===== src/pkg/owg_pkg.sv =====
package owg_pkg;
    localparam int NREG = 19;
    // register byte offsets
    localparam logic [7:0] OFF_VID_A_W  = 8'h00;
    localparam logic [7:0] OFF_VID_A_H  = 8'h04;
    localparam logic [7:0] OFF_VID_B_X  = 8'h08;
    localparam logic [7:0] OFF_VID_B_Y  = 8'h0C;
    localparam logic [7:0] OFF_VID_B_W  = 8'h10;
    localparam logic [7:0] OFF_VID_B_H  = 8'h14;
    localparam logic [7:0] OFF_BMP_A_X  = 8'h18;
    localparam logic [7:0] OFF_BMP_A_Y  = 8'h1C;
    localparam logic [7:0] OFF_BMP_A_W  = 8'h20;
    localparam logic [7:0] OFF_BMP_A_H  = 8'h24;
    localparam logic [7:0] OFF_BMP_B_X  = 8'h28;
    localparam logic [7:0] OFF_BMP_B_Y  = 8'h2C;
    localparam logic [7:0] OFF_BMP_B_W  = 8'h30;
    localparam logic [7:0] OFF_BMP_B_H  = 8'h34;
    localparam logic [7:0] OFF_CUR_X    = 8'h38;
    localparam logic [7:0] OFF_CUR_Y    = 8'h3C;
    localparam logic [7:0] OFF_REF_X    = 8'h40;
    localparam logic [7:0] OFF_REF_Y    = 8'h44;
    localparam logic [7:0] OFF_CTRL     = 8'h48;
    // field widths per register index (11 for x/size, 10 for y-start, 10 and 9 for ref x/y, 1 for ctrl)
    localparam logic [NREG*4-1:0] FIELD_W = {
        4'd1, 4'd9, 4'd10,
        4'd10, 4'd11,
        4'd11, 4'd11, 4'd10, 4'd11,
        4'd11, 4'd11, 4'd10, 4'd11,
        4'd11, 4'd11, 4'd10, 4'd11,
        4'd11, 4'd11};
    localparam logic [10:0] RESET_VAL   = 11'h000;
    localparam logic [10:0] REF_X_MIN_PRE  = 11'd20;
    localparam logic [10:0] REF_X_MIN_POST = 11'd22;
    localparam logic [10:0] REF_Y_MIN      = 11'd1;
    localparam logic [1:0]  RESP_OKAY   = 2'b00;
    localparam logic [1:0]  RESP_SLVERR = 2'b10;

    // one window's geometry in display coordinates
    typedef struct packed {
        logic [11:0] x0;
        logic [11:0] y0;
        logic [11:0] w;
        logic [11:0] h;
    } owg_win_s;

    typedef enum logic [1:0] {
        OWG_IDLE = 2'b00,
        OWG_RESP = 2'b01
    } owg_bus_e;
endpackage : owg_pkg


===== src/core/owg_regs.sv =====
`timescale 1ns/1ps
module owg_regs
    import owg_pkg::*;
(
    // clock and reset
    input  wire logic        aclk,
    input  wire logic        aresetn,
    // axi4-lite write address, data and response
    input  wire logic [7:0]  s_axi_awaddr,
    input  wire logic        s_axi_awvalid,
    output logic             s_axi_awready,
    input  wire logic [31:0] s_axi_wdata,
    input  wire logic [3:0]  s_axi_wstrb,
    input  wire logic        s_axi_wvalid,
    output logic             s_axi_wready,
    output logic [1:0]       s_axi_bresp,
    output logic             s_axi_bvalid,
    input  wire logic        s_axi_bready,
    // axi4-lite read
    input  wire logic [7:0]  s_axi_araddr,
    input  wire logic        s_axi_arvalid,
    output logic             s_axi_arready,
    output logic [31:0]      s_axi_rdata,
    output logic [1:0]       s_axi_rresp,
    output logic             s_axi_rvalid,
    input  wire logic        s_axi_rready,
    // display timing
    input  wire logic        vertical_sync_strobe,
    input  wire logic [11:0] pix_x,
    input  wire logic [11:0] pix_y,
    // geometry in use and window hits
    output owg_win_s         vid_a_win,
    output owg_win_s         vid_b_win,
    output owg_win_s         bmp_a_win,
    output owg_win_s         bmp_b_win,
    output logic [11:0]      cursor_x0,
    output logic [11:0]      cursor_y0,
    output logic [3:0]       win_hit
);
    // pending (software) and active (display) copies
    logic [10:0] pend_reg [NREG];
    logic [10:0] act_reg  [NREG];
    logic [10:0] act_next [NREG];
    owg_win_s    vid_a_next;
    owg_win_s    vid_b_next;
    owg_win_s    bmp_a_next;
    owg_win_s    bmp_b_next;
    logic [11:0] cur_x_next;
    logic [11:0] cur_y_next;
    logic [3:0]  hit_next;

    owg_bus_e    wr_st_reg;
    owg_bus_e    rd_st_reg;
    logic [7:0]  aw_reg;
    logic        aw_have_reg;
    logic [31:0] wd_reg;
    logic [3:0]  ws_reg;
    logic        w_have_reg;
    logic [31:0] rdata_reg;
    logic [1:0]  rresp_reg;
    logic [1:0]  bresp_reg;

    // field mask for a register index
    function automatic logic [10:0] fmask(input int idx);
        logic [3:0] w;
        w = FIELD_W[idx*4 +: 4];
        fmask = 11'((12'h001 << w) - 12'h001);
    endfunction : fmask

    // decode a byte address to a register index, NREG when unmapped
    function automatic int dec(input logic [7:0] a);
        dec = NREG;
        if (a[1:0] == 2'b00 && a[7:2] < 6'(NREG))
            dec = int'(a[7:2]);
    endfunction : dec

    // zero-extended active field
    function automatic logic [11:0] ax(input int idx);
        ax = {1'b0, act_reg[idx]};
    endfunction : ax

    // coverage test of one axis
    function automatic logic inside_span(input logic [11:0] p,
                                         input logic [11:0] s,
                                         input logic [11:0] n);
        logic [12:0] e;
        e = {1'b0, s} + {1'b0, n};
        inside_span = ({1'b0, p} >= {1'b0, s}) && ({1'b0, p} < e);
    endfunction : inside_span

    // write channel: take address and data in either order
    wire aw_take = s_axi_awvalid && s_axi_awready;
    wire w_take  = s_axi_wvalid && s_axi_wready;
    wire wr_go   = (wr_st_reg == OWG_IDLE)
                   && (aw_have_reg || aw_take) && (w_have_reg || w_take);
    wire [7:0]  wr_addr = aw_have_reg ? aw_reg : s_axi_awaddr;
    wire [31:0] wr_data = w_have_reg ? wd_reg : s_axi_wdata;
    wire [3:0]  wr_strb = w_have_reg ? ws_reg : s_axi_wstrb;
    // the index fits five bits; unmapped addresses decode to NREG itself
    wire [4:0]  wr_idx  = 5'(dec(wr_addr));
    wire        wr_ok   = wr_idx < 5'(NREG);
    // bits of the field that the byte strobes let through
    wire [10:0] wr_bits = {{3{wr_strb[1]}}, {8{wr_strb[0]}}};
    wire [15:0] wr_lo   = {wr_strb[1] ? wr_data[15:8] : 8'h00,
                           wr_strb[0] ? wr_data[7:0] : 8'h00};

    assign s_axi_awready = (wr_st_reg == OWG_IDLE) && !aw_have_reg;
    assign s_axi_wready  = (wr_st_reg == OWG_IDLE) && !w_have_reg;
    assign s_axi_bvalid  = (wr_st_reg == OWG_RESP);
    assign s_axi_bresp   = bresp_reg;

    // read channel: one outstanding read
    wire        ar_take = s_axi_arvalid && s_axi_arready;
    wire [4:0]  rd_idx  = 5'(dec(s_axi_araddr));
    assign s_axi_arready = (rd_st_reg == OWG_IDLE);
    assign s_axi_rvalid  = (rd_st_reg == OWG_RESP);
    assign s_axi_rdata   = rdata_reg;
    assign s_axi_rresp   = rresp_reg;

    // bus handshake state
    always_ff @(posedge aclk)
    begin
        if (!aresetn)
        begin
            wr_st_reg   <= OWG_IDLE;
            rd_st_reg   <= OWG_IDLE;
            aw_have_reg <= 1'b0;
            w_have_reg  <= 1'b0;
            aw_reg      <= 8'h00;
            wd_reg      <= 32'h0000_0000;
            ws_reg      <= 4'h0;
            bresp_reg   <= RESP_OKAY;
            rdata_reg   <= 32'h0000_0000;
            rresp_reg   <= RESP_OKAY;
        end
        else
        begin
            if (wr_go)
            begin
                wr_st_reg   <= OWG_RESP;
                aw_have_reg <= 1'b0;
                w_have_reg  <= 1'b0;
                bresp_reg   <= wr_ok ? RESP_OKAY : RESP_SLVERR;
            end
            else
            begin
                if (aw_take)
                begin
                    aw_have_reg <= 1'b1;
                    aw_reg      <= s_axi_awaddr;
                end
                if (w_take)
                begin
                    w_have_reg <= 1'b1;
                    wd_reg     <= s_axi_wdata;
                    ws_reg     <= s_axi_wstrb;
                end
                if (wr_st_reg == OWG_RESP && s_axi_bready)
                    wr_st_reg <= OWG_IDLE;
            end
            if (ar_take)
            begin
                rd_st_reg <= OWG_RESP;
                // read back the written copy, reserved bits as zero
                rdata_reg <= (rd_idx < NREG) ? {21'h000000, pend_reg[rd_idx]}
                                             : 32'h0000_0000;
                rresp_reg <= (rd_idx < NREG) ? RESP_OKAY : RESP_SLVERR;
            end
            else if (rd_st_reg == OWG_RESP && s_axi_rready)
                rd_st_reg <= OWG_IDLE;
        end
    end

    // software copy; bits above the field are dropped so slips stay harmless
    always_ff @(posedge aclk)
    begin
        for (int i = 0; i < NREG; i++)
        begin
            if (!aresetn)
                pend_reg[i] <= RESET_VAL;
            else if (wr_go && wr_idx == i)
                pend_reg[i] <= (pend_reg[i] & ~wr_bits)
                               | (wr_lo[10:0] & wr_bits & fmask(i));
        end
    end

    // shadow copy loads only at vertical sync
    always_comb
    begin
        for (int i = 0; i < NREG; i++)
            act_next[i] = vertical_sync_strobe ? pend_reg[i] : act_reg[i];
    end

    always_ff @(posedge aclk)
    begin
        for (int i = 0; i < NREG; i++)
            act_reg[i] <= aresetn ? act_next[i] : RESET_VAL;
    end

    // references in use, clamped to their minimums
    wire        filt_post = act_reg[18][0];
    wire [10:0] ref_x_min = filt_post ? REF_X_MIN_POST : REF_X_MIN_PRE;
    wire [11:0] display_ref_x = {1'b0, (act_reg[16] > ref_x_min) ? act_reg[16]
                                                                  : ref_x_min};
    wire [11:0] display_ref_y = {1'b0, (act_reg[17] > REF_Y_MIN) ? act_reg[17]
                                                                  : REF_Y_MIN};

    // window geometry in display coordinates; video A starts at the reference
    always_comb
    begin
        vid_a_next = '{display_ref_x, display_ref_y, ax(0), ax(1)};
        vid_b_next = '{12'(display_ref_x + ax(2)), 12'(display_ref_y + ax(3)),
                       ax(4), ax(5)};
        bmp_a_next = '{12'(display_ref_x + ax(6)), 12'(display_ref_y + ax(7)),
                       ax(8), ax(9)};
        bmp_b_next = '{12'(display_ref_x + ax(10)), 12'(display_ref_y + ax(11)),
                       ax(12), ax(13)};
        cur_x_next = 12'(display_ref_x + ax(14));
        cur_y_next = 12'(display_ref_y + ax(15));
        hit_next[0] = inside_span(pix_x, vid_a_next.x0, vid_a_next.w)
                      && inside_span(pix_y, vid_a_next.y0, vid_a_next.h);
        hit_next[1] = inside_span(pix_x, vid_b_next.x0, vid_b_next.w)
                      && inside_span(pix_y, vid_b_next.y0, vid_b_next.h);
        hit_next[2] = inside_span(pix_x, bmp_a_next.x0, bmp_a_next.w)
                      && inside_span(pix_y, bmp_a_next.y0, bmp_a_next.h);
        hit_next[3] = inside_span(pix_x, bmp_b_next.x0, bmp_b_next.w)
                      && inside_span(pix_y, bmp_b_next.y0, bmp_b_next.h);
    end

    // registered geometry outputs
    always_ff @(posedge aclk)
    begin
        if (!aresetn)
        begin
            vid_a_win <= '0;
            vid_b_win <= '0;
            bmp_a_win <= '0;
            bmp_b_win <= '0;
            cursor_x0 <= 12'h000;
            cursor_y0 <= 12'h000;
            win_hit   <= 4'h0;
        end
        else
        begin
            vid_a_win <= vid_a_next;
            vid_b_win <= vid_b_next;
            bmp_a_win <= bmp_a_next;
            bmp_b_win <= bmp_b_next;
            cursor_x0 <= cur_x_next;
            cursor_y0 <= cur_y_next;
            win_hit   <= hit_next;
        end
    end
endmodule : owg_regs


===== config.mk =====
export PLATFORM = sky130hd
export DESIGN_NAME = owg_regs
export DESIGN_NICKNAME = d
export VERILOG_FILES = /design/src/pkg/owg_pkg.sv /design/src/core/owg_regs.sv
export SDC_FILE = /design/constraint.sdc
export NUM_CORES = 2
export LEC_CHECK = 0
export BUFFER_PORTS_ARGS = -buffer_cell sky130_fd_sc_hd__buf_2
export CELL_PAD_IN_SITES_DETAIL_PLACEMENT = 0
export CELL_PAD_IN_SITES_GLOBAL_PLACEMENT = 1
export CORE_MARGIN = 1.5
export CORE_UTILIZATION = 47
export CTS_CLUSTER_DIAMETER = 120
export CTS_CLUSTER_SIZE = 14
export DETAILED_ROUTE_END_ITERATION = 16
export PLACE_DENSITY = 0.79
export SLEW_MARGIN = 10
export SYNTH_ARGS = -nofsm -noshare
export SYNTH_HDL_FRONTEND = slang
export SYNTH_SLANG_ARGS = --single-unit

===== constraint.sdc =====
create_clock -name aclk -period 6.2 [get_ports aclk]
set_clock_uncertainty 0.05 [all_clocks]
set_input_delay 0.31 -clock aclk [delete_from_list [all_inputs] [get_ports aclk]]
set_output_delay 0.31 -clock aclk [all_outputs]
set_load 0.005 [all_outputs]

==> results.yml <==
setup_path:
  critical_path_class: "flip-flop to flip-flop"
  critPathCaptureType: "flip-flop"
  critPathMaxFanout: 6
  required_ps: 6720
  max_stage_delay_ps: 370
  cp_common_cell: "ha_1"
  critPathLaunchType: "flip-flop"
  cp_slowest_cell: "ha_1"
  critPathArrivalTime_ps: 6370
placement:
  pre_cts_slack_ps: 300
  dp_hpwl_um: 88300
  place_area_mm2: 0.0390
  port_buffers: 288
  gp_congestion: 0.912
drt:
  wire_per_inst_um: 22.7
  vias: 29300
  via_per_inst: 5.66
  drt_iter0_drc: 2925
  wirelength_um: 118000
  first_pass_iters: 6
  antenna_left: 0
  remaining_drc_errors: 0
global_route:
  grtUsageMet1_pct: 40.3
  grt_start_max_net_pins: 140
  first_global_vias: 26900
  track_usage_pct: 29.1
  globalRouteMet3Util_pct: 3.86
  antenna_found_initial: 3
  use_met2_pct: 46.9
  grt_first_pass_wirelength_um: 172000
  grt.busiest_layer: "met2"
  grt_overflow: 0
sta:
  grt_setup_unrepaired: "false"
  worstMarginPinSlew_ps: 1210
  finalSetupViolCount: 0
  relSlewSlack_pct: 19.2
  finalMaxSlewViolations: 0
  setup_tns_ps: 0
  setup_ws_ps: 345
  fmax_mhz: 171
  post-route-period-util_pct: 94.4
  finalHoldViolations: 0
  period_minus_slack_ps: 5850
power:
  power_density_mw_per_mm2: 239
  finalPower_uw: 9740
  ir_drop_v: 0.000216
  leakagePower_uw: 0.0181
cts:
  cts_buffers: 52
  clk-insertion-delay-late_ps: 640
  cts_tree: "built"
  clkSlewWorstSetupHoldPaths_ps: 70
  cts-root-buf: "clkbuf_16"
  ctsLongestPathBuffers: 3
  postCtsSetupRepairBufs: 0
  numClockSinks: 656
  htreeDepth: 2
run:
  max-cap-violations: 0
synthesis:
  synth_edf_count: 209
  synthCells: 3860
  synth.avg_cell_area_um2: 9.43
  synthFlopType: "dfxtp_1"
  yosysMostFrequentCell: "nor2_1"
  yosysTopAreaCell: "dfxtp_1"
  seq_area_frac_synth_pct: 41.8
  netlist_top_cells_count: "nor2_1 (452), dfxtp_1 (447), nand2_1 (397)"
  synth_seq_cells: 656
  ys_types: 79
  syn-cell-area_mm2: 0.0364
  netlist_top_cells_area: "dfxtp_1 (25%), edfxtp_1 (17%), ha_1 (13%)"
  synthArstFlopShare_pct: 0
  yosysTopAreaCellShare_pct: 24.6
  yosysWarnings: 0
layout:
  largest_reg_flops: 209
  antennaDiodeCount: 0
  drive_gt1_share_pct: 11.1
  design_area_mm2: 0.0407
  final_nets: 4588
  nFillCells: 7209
  area_delta_synth_final_pct: 11.8
hold_path:
  min_path_type: "input pin to flip-flop"
die:
  die_w_um: 281
  die-area_mm2: 0.0791
  die_h_um: 281
  start_util_pct: 47.7
  core_area_mm2: 0.0763
  rows: 101
  pin_count: 345
status:
  outcome: "completed"
-- per-stage QoR --
| step | instances | utilization (%) | hold WS [ps] |
|---|---|---|---|
| 6_report | 5183 | 53.3 | 60.3 |
| 5_1_grt | 5183 | 53.3 | 64.7 |
| 4_1_cts | 5183 | 53.3 | 36.8 |
| 3_5_place_dp | 5072 | 51.0 | 432 |
| 3_3_place_gp | 5072 | 51.0 | 418 |
| 2_1_floorplan | 3892 | - | 360 |
-- power breakdown --
group / internal, uW / switching, uW
Clock: 1610 / 1600
Sequential: 4600 / 155
Combinational: 690 / 1080
Total: 6900 / 2840
-- layer usage --
metal	vias up	part of all wire, %
met5	-	0.011
met3	171	7.4
li1	14100	-
met1	13900	44
met4	2	3.4
met2	1127	46
-- kinds of logic after synthesis --
family / count (synthesis) / synth area share [%]
xor gates and xnor gates: 126 / 3.03
and+or+nand+nor: 1252 / 15.5
AOI/OAI and AO/OA: 794 / 13.7
other: 1 / 0.0103
muxes: 282 / 8.28
buffers and inverters: 367 / 4.25
DFF: 656 / 41.8
adders and majority gates: 382 / 13.5
-- path summary, 6_finish.rpt --
| check | start | end | slack (ps) | depth (start not counted) |
|---|---|---|---|---|
| max | act_reg[16][1] | win_hit[2] | 350 | 30 |
| min | aresetn | vid_b_win[36] | 60 | 2 |
| max reg2reg | act_reg[16][1] | win_hit[2] | 350 | 30 |
| min reg2reg | act_reg[0][6] | vid_a_win[18] | 440 | 1 |
-- cells in the final DEF, fill, tap and decap left out, types with 10 or more instances in the layout --
| cell type | n |
|---|---|
| nor2_1 | 450 |
| dfxtp_1 | 447 |
| nand2_1 | 397 |
| ha_1 | 366 |
| a21oi_1 | 310 |
| buf_2 | 285 |
| mux2i_1 | 256 |
| edfxtp_1 | 209 |
| inv_1 | 149 |
| o21ai_0 | 128 |
| and2_1 | 125 |
| buf_4 | 78 |
| a21o_1 | 67 |
| xor2_1 | 64 |
| nor3_1 | 62 |
| xnor2_1 | 62 |
| o211ai_1 | 58 |
| clkbuf_16 | 54 |
| nand3_1 | 50 |
| nor2b_1 | 38 |
| nand2b_1 | 36 |
| conb_1 | 33 |
| o21a_1 | 29 |
| clkbuf_1 | 29 |
| a211oi_1 | 28 |
| a31oi_1 | 26 |
| and3_1 | 26 |
| dlygate4sd3_1 | 26 |
| o31ai_1 | 19 |
| or3_1 | 16 |
| fa_1 | 16 |
| o41ai_1 | 15 |
| a221oi_1 | 14 |
| mux2_2 | 13 |
| nor4_1 | 10 |
| mux4_1 | 10 |
| a22oi_1 | 10 |
-- final cells by class --
class | count | area (um^2) | area share [%]
multi-input combinational | 2869 | 19800 | 48.6
sequential | 656 | 15200 | 37.4
timing repair buffer | 392 | 2330 | 5.72
clock buffer | 84 | 1470 | 3.62
tap | 1030 | 1290 | 3.17
inverter | 151 | 574 | 1.41
clock inverter | 1 | 16.3 | 0.0400
-- what timing repair did --
item / CTS / global route
hold buffers: 26 / 0
endpoints found under the setup margin: 0 / 3
gates resized for setup: 0 / 2
hold endpoints to repair: 25 / 0
-- critical path, delay by kind of cell, from the launching register on --
family                     cells  cell delay (ps)
AOI/OAI and AO/OA             12             2080
adders and majority gates      4             1160
buffers and inverters          5             1010
and+or+nand+nor                7              740
xor gates and xnor gates       2              380
DFF                            1              330
Power figures use the tool's default switching activity.
